[src/hdl/ncds_pkg.sv]
// Functional notes
// - token receive timeout sets self rebuild bit 7
// - line transitions set activity bit 5
// - foreign token seen sets bit 4
// - bits 6 and 3-0 read zero
// - diagnostic read or reset clears all bits
// - clear interrupt codes act only when chaining
// - disable transmitter cancels a send not yet started, sets available at token
// - disable receiver, inhibit at token if idle
// - send command clears available/acked, sends page
// - transmit end sets available, acked set before
// - acknowledge received packet in hardware first
// - accept command clears inhibited, sets page, broadcast
// - destination zero means broadcast
// - good receive into page sets inhibited
// - inhibited receiver accepts nothing until accept
// - length command selects long or short packets
// - clear flags clears power-on, rebuild independently
package ncds_pkg;
    // ----------------------------------------
    // diagnostic status bit positions
    // ----------------------------------------
    localparam int NCDS_DIAG_SELF_BIT = 7;
    localparam int NCDS_DIAG_ACT_BIT = 5;
    localparam int NCDS_DIAG_TOKEN_BIT = 4;
    localparam logic [7:0] NCDS_DIAG_RESET = 8'h00;
    // ----------------------------------------
    // command codes and masks
    // ----------------------------------------
    localparam logic [7:0] NCDS_CMD_CLR_TX_INT = 8'h00;
    localparam logic [7:0] NCDS_CMD_DIS_TX = 8'h01;
    localparam logic [7:0] NCDS_CMD_DIS_RX = 8'h02;
    localparam logic [7:0] NCDS_CMD_CLR_RX_INT = 8'h08;
    localparam logic [7:0] NCDS_MASK_SEND = 8'hE7;
    localparam logic [7:0] NCDS_CODE_SEND = 8'h03;
    localparam logic [7:0] NCDS_MASK_ACCEPT = 8'h67;
    localparam logic [7:0] NCDS_CODE_ACCEPT = 8'h04;
    localparam logic [7:0] NCDS_MASK_LEN = 8'hF7;
    localparam logic [7:0] NCDS_CODE_LEN = 8'h05;
    localparam logic [7:0] NCDS_MASK_FLAGS = 8'hE7;
    localparam logic [7:0] NCDS_CODE_FLAGS = 8'h06;
    // ----------------------------------------
    // command fields
    // ----------------------------------------
    localparam int NCDS_PAGE_LSB = 3;
    localparam int NCDS_BCAST_BIT = 7;
    localparam int NCDS_LONG_BIT = 3;
    localparam int NCDS_POR_CLR_BIT = 3;
    localparam int NCDS_REB_CLR_BIT = 4;
    localparam logic [7:0] NCDS_BCAST_ID = 8'h00;
    // ----------------------------------------
    // reset values of status bits
    // ----------------------------------------
    localparam logic NCDS_TA_RESET = 1'b1;
    localparam logic NCDS_RI_RESET = 1'b1;
    localparam logic NCDS_POR_RESET = 1'b1;
    localparam logic NCDS_LONG_RESET = 1'b0;
endpackage

[src/hdl/ncds_top.sv]
`timescale 1ns/100ps
module ncds_top import ncds_pkg::*; (
    // clock and reset
    input wire logic core_clk,
    input wire logic rst,
    input wire logic soft_reset,
    // host register port
    input wire logic cmd_wr,
    input wire logic [7:0] cmd_data,
    input wire logic diag_rd,
    output logic [7:0] diag_data,
    // line pin
    input wire logic line_receive_input,
    // protocol core events
    input wire logic chaining_en,
    input wire logic token_to_me,
    input wire logic token_timeout,
    input wire logic foreign_token,
    input wire logic tx_started,
    input wire logic tx_done,
    input wire logic ack_received,
    input wire logic rx_arriving,
    input wire logic rx_done_ok,
    input wire logic [7:0] rx_dest_id,
    input wire logic rx_for_me,
    input wire logic por_event,
    input wire logic rebuild_event,
    // status toward the host
    output logic transmitter_available,
    output logic tx_acked,
    output logic receiver_inhibited,
    output logic por_flag,
    output logic network_rebuild_flag,
    // control toward the protocol core
    output logic tx_pending,
    output logic [1:0] tx_page,
    output logic [1:0] rx_page,
    output logic bcast_accept,
    output logic long_packets,
    output logic rx_accept,
    output logic rx_ack_send,
    output logic clr_tx_int,
    output logic clr_rx_int
);
    // ----------------------------------------
    // line input synchroniser and edge detect
    // ----------------------------------------
    logic line_sync;
    logic line_last_reg;
    logic line_last_next;

    ncds_sync u_line_sync (
        .core_clk(core_clk),
        .rst(rst),
        .async_in(line_receive_input),
        .sync_out(line_sync)
    );

    // ----------------------------------------
    // state
    // ----------------------------------------
    logic self_reb_reg, self_reb_next;
    logic act_reg, act_next;
    logic tok_reg, tok_next;
    logic [7:0] diag_reg, diag_next;
    logic ta_reg, ta_next;
    logic tma_reg, tma_next;
    logic ri_reg, ri_next;
    logic por_reg, por_next;
    logic reb_reg, reb_next;
    logic txp_reg, txp_next;
    logic dis_tx_reg, dis_tx_next;
    logic dis_rx_reg, dis_rx_next;
    logic [1:0] txpg_reg, txpg_next;
    logic [1:0] rxpg_reg, rxpg_next;
    logic bc_reg, bc_next;
    logic long_reg, long_next;
    logic ack_reg, ack_next;
    logic cti_reg, cti_next;
    logic cri_reg, cri_next;
    logic acc_reg, acc_next;

    // decoded command strobes, valid only in the write cycle
    logic wr_send, wr_accept, wr_len, wr_flags;
    logic rx_bcast;
    logic rx_take;

    // ----------------------------------------
    // command decode
    // ----------------------------------------
    // decode happens only under cmd_wr so a held bus value acts once
    always_comb begin
        wr_send = cmd_wr && ((cmd_data & NCDS_MASK_SEND) == NCDS_CODE_SEND);
        wr_accept = cmd_wr && ((cmd_data & NCDS_MASK_ACCEPT) == NCDS_CODE_ACCEPT);
        wr_len = cmd_wr && ((cmd_data & NCDS_MASK_LEN) == NCDS_CODE_LEN);
        wr_flags = cmd_wr && ((cmd_data & NCDS_MASK_FLAGS) == NCDS_CODE_FLAGS);
        rx_bcast = (rx_dest_id == NCDS_BCAST_ID);
        // inhibited receiver drops everything; broadcast only when allowed
        rx_take = !ri_reg && (rx_for_me || (rx_bcast && bc_reg));
    end

    // ----------------------------------------
    // diagnostic status
    // ----------------------------------------
    // diagnostic bits: a set in the read cycle survives the clear
    always_comb begin
        line_last_next = line_sync;
        self_reb_next = self_reb_reg;
        act_next = act_reg;
        tok_next = tok_reg;
        if (diag_rd || soft_reset) begin
            self_reb_next = 1'b0;
            act_next = 1'b0;
            tok_next = 1'b0;
        end
        if (token_timeout) begin
            self_reb_next = 1'b1;
        end
        if (line_sync != line_last_reg) begin
            act_next = 1'b1;
        end
        if (foreign_token) begin
            tok_next = 1'b1;
        end
        diag_next = diag_reg;
        // soft reset also blanks the captured value the host sees
        if (soft_reset) begin
            diag_next = NCDS_DIAG_RESET;
        end
        if (diag_rd) begin
            // undefined bits read as zero
            diag_next = NCDS_DIAG_RESET;
            diag_next[NCDS_DIAG_SELF_BIT] = self_reb_reg;
            diag_next[NCDS_DIAG_ACT_BIT] = act_reg;
            diag_next[NCDS_DIAG_TOKEN_BIT] = tok_reg;
        end
    end

    // ----------------------------------------
    // transmit status
    // ----------------------------------------
    // transmit side
    always_comb begin
        ta_next = ta_reg;
        tma_next = tma_reg;
        txp_next = txp_reg;
        dis_tx_next = dis_tx_reg;
        txpg_next = txpg_reg;
        cti_next = 1'b0;
        if (cmd_wr && cmd_data == NCDS_CMD_CLR_TX_INT && chaining_en) begin
            cti_next = 1'b1;
        end
        if (cmd_wr && cmd_data == NCDS_CMD_DIS_TX) begin
            // only a send that has not started can be withdrawn
            if (!tx_started) begin
                txp_next = 1'b0;
            end
            dis_tx_next = 1'b1;
        end
        if (dis_tx_reg && token_to_me) begin
            ta_next = 1'b1;
            dis_tx_next = 1'b0;
        end
        if (ack_received) begin
            tma_next = 1'b1;
        end
        if (tx_done) begin
            ta_next = 1'b1;
            txp_next = 1'b0;
        end
        if (wr_send) begin
            ta_next = 1'b0;
            tma_next = 1'b0;
            txp_next = 1'b1;
            dis_tx_next = 1'b0;
            txpg_next = cmd_data[NCDS_PAGE_LSB +: 2];
        end
    end

    // ----------------------------------------
    // receive status and configuration
    // ----------------------------------------
    // receive side and configuration
    always_comb begin
        ri_next = ri_reg;
        dis_rx_next = dis_rx_reg;
        rxpg_next = rxpg_reg;
        bc_next = bc_reg;
        long_next = long_reg;
        ack_next = 1'b0;
        cri_next = 1'b0;
        por_next = por_reg;
        reb_next = reb_reg;
        if (cmd_wr && cmd_data == NCDS_CMD_CLR_RX_INT && chaining_en) begin
            cri_next = 1'b1;
        end
        if (cmd_wr && cmd_data == NCDS_CMD_DIS_RX) begin
            dis_rx_next = 1'b1;
        end
        // reception under way finishes before the disable takes hold
        if (dis_rx_reg && token_to_me && !rx_arriving) begin
            ri_next = 1'b1;
            dis_rx_next = 1'b0;
        end
        if (rx_done_ok && rx_take) begin
            ri_next = 1'b1;
            // broadcasts are never acknowledged
            ack_next = !rx_bcast;
        end
        if (wr_accept) begin
            ri_next = 1'b0;
            dis_rx_next = 1'b0;
            rxpg_next = cmd_data[NCDS_PAGE_LSB +: 2];
            bc_next = cmd_data[NCDS_BCAST_BIT];
        end
        if (wr_len) begin
            long_next = cmd_data[NCDS_LONG_BIT];
        end
        if (wr_flags && cmd_data[NCDS_POR_CLR_BIT]) begin
            por_next = 1'b0;
        end
        if (wr_flags && cmd_data[NCDS_REB_CLR_BIT]) begin
            reb_next = 1'b0;
        end
        // hardware set beats a clear in the same cycle
        if (por_event || soft_reset) begin
            por_next = 1'b1;
        end
        if (rebuild_event) begin
            reb_next = 1'b1;
        end
        // registered copy so the accept output needs no gate after the flop
        acc_next = !ri_next;
    end

    // ----------------------------------------
    // state registers
    // ----------------------------------------
    // register everything; hardware reset clears diagnostics
    always_ff @(posedge core_clk or posedge rst) begin
        if (rst) begin
            line_last_reg <= 1'b0;
            self_reb_reg <= 1'b0;
            act_reg <= 1'b0;
            tok_reg <= 1'b0;
            diag_reg <= NCDS_DIAG_RESET;
            ta_reg <= NCDS_TA_RESET;
            tma_reg <= 1'b0;
            ri_reg <= NCDS_RI_RESET;
            por_reg <= NCDS_POR_RESET;
            reb_reg <= 1'b0;
            txp_reg <= 1'b0;
            dis_tx_reg <= 1'b0;
            dis_rx_reg <= 1'b0;
            txpg_reg <= 2'h0;
            rxpg_reg <= 2'h0;
            bc_reg <= 1'b0;
            long_reg <= NCDS_LONG_RESET;
            ack_reg <= 1'b0;
            cti_reg <= 1'b0;
            cri_reg <= 1'b0;
            acc_reg <= !NCDS_RI_RESET;
        end else begin
            line_last_reg <= line_last_next;
            self_reb_reg <= self_reb_next;
            act_reg <= act_next;
            tok_reg <= tok_next;
            diag_reg <= diag_next;
            ta_reg <= ta_next;
            tma_reg <= tma_next;
            ri_reg <= ri_next;
            por_reg <= por_next;
            reb_reg <= reb_next;
            txp_reg <= txp_next;
            dis_tx_reg <= dis_tx_next;
            dis_rx_reg <= dis_rx_next;
            txpg_reg <= txpg_next;
            rxpg_reg <= rxpg_next;
            bc_reg <= bc_next;
            long_reg <= long_next;
            ack_reg <= ack_next;
            cti_reg <= cti_next;
            cri_reg <= cri_next;
            acc_reg <= acc_next;
        end
    end

    // ----------------------------------------
    // outputs, all from flip-flops
    // ----------------------------------------
    assign diag_data = diag_reg;
    assign transmitter_available = ta_reg;
    assign tx_acked = tma_reg;
    assign receiver_inhibited = ri_reg;
    assign por_flag = por_reg;
    assign network_rebuild_flag = reb_reg;
    assign tx_pending = txp_reg;
    assign tx_page = txpg_reg;
    assign rx_page = rxpg_reg;
    assign bcast_accept = bc_reg;
    assign long_packets = long_reg;
    assign rx_accept = acc_reg;
    assign rx_ack_send = ack_reg;
    assign clr_tx_int = cti_reg;
    assign clr_rx_int = cri_reg;
endmodule // ncds_top

[src/hdl/ncds_sync.sv]
`timescale 1ns/100ps
module ncds_sync import ncds_pkg::*; (
    // clock and reset
    input wire logic core_clk,
    input wire logic rst,
    // async level in, synchronised out
    input wire logic async_in,
    output logic sync_out
);
    logic meta_reg;
    logic meta_next;
    logic sync_reg;
    logic sync_next;

    // two stages; only the second stage is seen outside
    always_comb begin
        meta_next = async_in;
        sync_next = meta_reg;
    end

    always_ff @(posedge core_clk or posedge rst) begin
        if (rst) begin
            meta_reg <= 1'b0;
            sync_reg <= 1'b0;
        end else begin
            meta_reg <= meta_next;
            sync_reg <= sync_next;
        end
    end

    assign sync_out = sync_reg;
endmodule // ncds_sync

[config.mk]
export PLATFORM = sky130hd
export DESIGN_NAME = ncds_top
export DESIGN_NICKNAME = d
export VERILOG_FILES = /design/src/hdl/ncds_pkg.sv /design/src/hdl/ncds_top.sv /design/src/hdl/ncds_sync.sv
export SDC_FILE = /design/constraint.sdc
export NUM_CORES = 1
export LEC_CHECK = 0
export BUFFER_PORTS_ARGS = -buffer_cell sky130_fd_sc_hd__buf_2
export CORE_UTILIZATION = 40
export DETAILED_ROUTE_END_ITERATION = 7
export GPL_TIMING_DRIVEN = 1
export PLACE_DENSITY = 0.7
export SLEW_MARGIN = 20
export SYNTH_ARGS = -nofsm -noshare
export SYNTH_HDL_FRONTEND = slang
export SYNTH_SLANG_ARGS = --single-unit
[constraint.sdc]
create_clock -name core_clk -period 0.89 [get_ports core_clk]
set_input_delay 0.089 -clock core_clk [delete_from_list [all_inputs] [get_ports core_clk]]
set_output_delay 0.089 -clock core_clk [all_outputs]
set_load 0.005 [all_outputs]
Word level (Yosys, flattened, before mapping)
Index checks and enable logic that the tools add are counted.

Input bits: 34. Bits in registers: 32. Logic and storage cells: 102. Output and inout bits: 24.

Mux-type cells: 31. Equality and inequality tests: 9. Reductions and logical operators: 39.

Operators by type and width (count): $mux W1 (29); $logic_and A1 B1 Y1 (18); $logic_not A8 Y1 (2); $mux W8 (2); $reduce_bool A2 Y1 (7); $reduce_bool A3 Y1 (4); $eq A8 B1 Y1 const B (1); $eq A8 B2 Y1 const B (1); $eq A8 B4 Y1 const B (1); $eq A7 B3 Y1 const B (1); $eq A6 B2 Y1 const B (1); $eq A6 B3 Y1 const B (1); $eq A5 B3 Y1 const B (1); $logic_not A1 Y1 (4); $logic_or A1 B1 Y1 (3); $ne A3 B1 Y1 const B (1); $reduce_and A2 Y1 (1); $ne A1 B1 Y1 (1).

Logic depth before layout (Yosys ltp)
Word-level depth: 8. Mapped depth: 4. Gate-level depth less buffers: 3.

By module
From an unflattened synthesis, not the netlist that was laid out.

Cell total of the unflattened synthesis: 104. Area, all modules: 1223.7 µm².

By module, submodules not included: ncds_top (cells an instance 101, instances 1, sequential area each 629.4 µm², area an instance 1169.9 µm²); ncds_sync (cells an instance 3, instances 1, sequential area each 50.0 µm², area an instance 53.8 µm²).

Worst setup path before layout
No wires, ideal clock.

Path kind: input-to-reg. Start: input cmd_data[7]. End: register txpg_reg[0] (netlist: tx_page[0]). Stages: 4. Data required time: 0.765 ns. Setup slack: -0.223 ns. Path buffers: 1. Data arrival time: 0.988 ns. Setup time: 0.125 ns. Cells stage by stage: nor4b_4 and3_1 buf_6 mux2_4.

Longest elaborated chain between the ends: 2.

RTL lines: start: declaration (RTL line ncds_top.sv:9) `input wire logic [7:0] cmd_data,`; $eq A6 B2 Y1 (RTL line ncds_top.sv:93) `wr_send = cmd_wr && ((cmd_data & NCDS_MASK_SEND) == NCDS_CODE_SEND);`; $logic_and A1 B1 Y1 (RTL line ncds_top.sv:93); end signal: assignment (RTL line ncds_top.sv:277) `txpg_reg <= txpg_next;`; end: declaration (RTL line ncds_top.sv:74) `logic [1:0] txpg_reg, txpg_next;`.

No other way between the ends. A chain may end at the register's enable or synchronous reset.

Final worst setup path
Start: register ri_reg (netlist: receiver_inhibited). End: output receiver_inhibited.

RTL lines: start: declaration (RTL line ncds_top.sv:68) `logic ri_reg, ri_next;`; start signal: assignment (RTL line ncds_top.sv:271) `ri_reg <= ri_next;`; end: declaration (RTL line ncds_top.sv:31) `output logic receiver_inhibited,`.

No word-level cell between the ends.

==> results.sh <==
export IMPL_status="finished with violations"
export IMPL_violations="DRC, setup timing"
export IMPL_dr_pass1_iters=6
export IMPL_critPathSlowestCell="dfstp_2"
export IMPL_via_per_inst=4.93
export IMPL_grt_ovfl_total=0
export IMPL_hold_ws_ns=0.0151
export IMPL_synth_warnings=0
export IMPL_fin_crit_sh_pct=123
export IMPL_cts_tree="built"
export IMPL_cp_end_kind="output pin"
export IMPL_layout_drive_gt1_share_pct=52.1
export IMPL_period_needed_ns=1.09
export IMPL_fin_cells=223
export IMPL_dpl_hpwl_um=2080
export IMPL_antenna_found_initial=0
export IMPL_num_rows=19
export IMPL_final_nets=227
export IMPL_clock_sinks=27
export IMPL_antenna_cells=0
export IMPL_grt_max_degree=28
export IMPL_placed_cell_area_mm2=0.00165
export IMPL_cp_slowest_stage_delay_ns=0.58
export IMPL_place_port_buffers=52
export IMPL_ys_ff_latch=27
export IMPL_syn_avg_cell_area_um2=11.6
export IMPL_route_antenna_remaining_nets=0
export IMPL_p_sw_share_pct=26.2
export IMPL_grt_pass1_wl_um=4820
export IMPL_fin_skew_ns=0.000717
export IMPL_start_util_pct=43.0
export IMPL_wl_met2_um=1510
export IMPL_min_from="chaining_en"
export IMPL_post_route_util_pct=66.7
export IMPL_worstSetupPathType="reg -> out"
export IMPL_drv_slew=0
export IMPL_synth_seq_area_share_pct=56.4
export IMPL_final_common_cell="buf_2"
export IMPL_synth_area_leaders="dfrtp_1 50%, dfstp_2 6.5%, mux2_4 5.0%"
export IMPL_area_growth_pct=55.3
export IMPL_internal_power_uw=1800
export IMPL_num_vias=1100
export IMPL_p_leak_uw=0.000948
export IMPL_final_cell_mix="50 x buf_2, 24 x dfrtp_1, 23 x buf_4, 9 x nor2_1, 8 x dlygate4sd3_1"
export IMPL_crit_required_ns=0.80
export IMPL_wirelength_met1_um=1210
export IMPL_cap_violations=0
export IMPL_gp_congestion=0.869
export IMPL_die_height_um=56.9
export IMPL_largest_register_ffs=3
export IMPL_drt_first_iter_violations=22
export IMPL_met3WireLength_um=114
export IMPL_combPwrFrac_pct=21.6
export IMPL_hold_class="in -> reg"
export IMPL_fin_area_mm2=0.00187
export IMPL_powerDensity_mw_per_mm2=1300
export IMPL_synth_top_area_share_pct=49.8
export IMPL_synth_area_mm2=0.00120
export IMPL_ys_types=31
export IMPL_clkSlewWorstSetupHoldPaths_ns=0.15
export IMPL_p_seq_share_pct=55.8
export IMPL_wire_per_inst_um=13.0
export IMPL_p_clk_share_pct=22.6
export IMPL_numCtsBuffers=3
export IMPL_drc=8
export IMPL_max_vdd_ir_drop_v=0.000724
export IMPL_htreeDepth=1
export IMPL_cts_root_buffer="clkbuf_4"
export IMPL_regToRegStartpoint="receiver_inhibited"
export IMPL_fmax_mhz=917
export IMPL_highest_layer="met4"
export IMPL_pin_count=58
export IMPL_routed_wirelength_um=2910
export IMPL_fill_cells=234
export IMPL_arrival_ns=1.00
export IMPL_grt_usage_pct=19.4
export IMPL_crit_buf_inv=1
export IMPL_dp_cells=204
export IMPL_clock_latency_ns=0.32
export IMPL_rsz0062_at_grt="yes"
export IMPL_cp_start_kind="flip-flop"
export IMPL_syn_instance_count=104
export IMPL_setup_slack_ns=-0.201
export IMPL_setup_viol=23
export IMPL_path_delay_family="flip-flops"
export IMPL_netSwitchingPower_uw=637
export IMPL_fp_dieArea_mm2=0.00324
export IMPL_path_cells="buf_6"
export IMPL_synth_top_cell_by_area="dfrtp_1"
export IMPL_grt_pass1_vias=1083
export IMPL_core_mm2=0.00281
export IMPL_crit_fanout=2
export IMPL_die_w_um=56.9
export IMPL_clockBufferDepth=2
export IMPL_crit_start="receiver_inhibited"
export IMPL_hold_viol=0
repair_timing:
action | 4_1_cts | 5_1_grt
gates resized for setup | 5 | 8
endpoints found under the setup margin | 26 | 27
endpoints found under the hold margin | 35 | 0
hold buffers | 8 | 0
pin swaps | 3 | 1
setup buffers | 4 | 3
cell type report:
| type | instances | area (um2) | area share (%) |
|---|---|---|---|
| Inverter | 5 | 18.8 | 1.00 |
| Tap cell | 31 | 38.8 | 2.07 |
| Multi-Input combinational cell | 70 | 537 | 28.7 |
| Clock buffer | 3 | 22.5 | 1.20 |
| Clock inverter | 1 | 7.51 | 0.401 |
| Timing Repair Buffer | 86 | 568 | 30.3 |
| Sequential cell | 27 | 679 | 36.3 |
power by group through the flow:
stage	Clock, uW	Combinational (uW)	Sequential [uW]
5_1_grt	617	571	1370
6_report	551	526	1360
4_1_cts	573	492	1350
3_5_place_dp	0	418	1380
3_3_place_gp	0	406	1380
2_1_floorplan	0	167	1380
Yosys cell counts:
library cell	n
o21ai_0	4
inv_1	5
nand3_1	1
nand3b_1	1
nand4b_1	2
nor4bb_1	1
xnor2_1	1
mux2_1	1
a21oi_1	3
nor3_1	2
dfstp_2	3
buf_6	1
o21a_1	1
a31o_1	2
buf_4	5
a31oi_1	3
a211oi_1	1
nand2_2	1
and3_1	2
nand2b_1	4
nand2_1	6
dfrtp_1	24
conb_1	1
nor4_1	3
nor2b_1	2
mux2_4	4
nor2_1	10
a21o_1	2
nand4_1	4
nor3b_1	2
nor4b_4	2
worst paths after layout:
check                                  endpoint  slack [ns]  depth (start not counted)
min in group asynchronous            dis_tx_reg        0.29                          4
max in group asynchronous              por_flag        0.37                          4
min reg2reg                u_line_sync.sync_out        0.37                          0
min                                  clr_tx_int        0.02                          3
max reg2reg                           rx_accept       -0.16                          4
max                          receiver_inhibited       -0.20                          1
cell families after synthesis:
family | after synthesis | synth area share, %
compound gates | 16 | 8.41
xor+xnor | 1 | 0.727
buf+inv | 11 | 5.61
flops | 27 | 56.4
mux | 5 | 5.92
other cells | 1 | 0.311
simple gates | 43 | 22.6
layer usage:
metal / up-vias / global-route usage [%]
met5: - / 0
met4: 0 / 8.71
met3: 10 / 3.00
met2: 33 / 33.3
met1: 522 / 23.8
li1: 535 / -
through the flow:
stage	setup slack, ns	total power (uW)	setup TNS (ns)
floorplan	-0.221	1550	-0.679
global placement	-0.343	1790	-4.01
detailed placement	-0.361	1800	-4.40
CTS	-0.206	2420	-1.95
global route	-0.232	2560	-2.79
finish	-0.201	2440	-1.80
No activity file was read; power rests on OpenSTA's default activity.
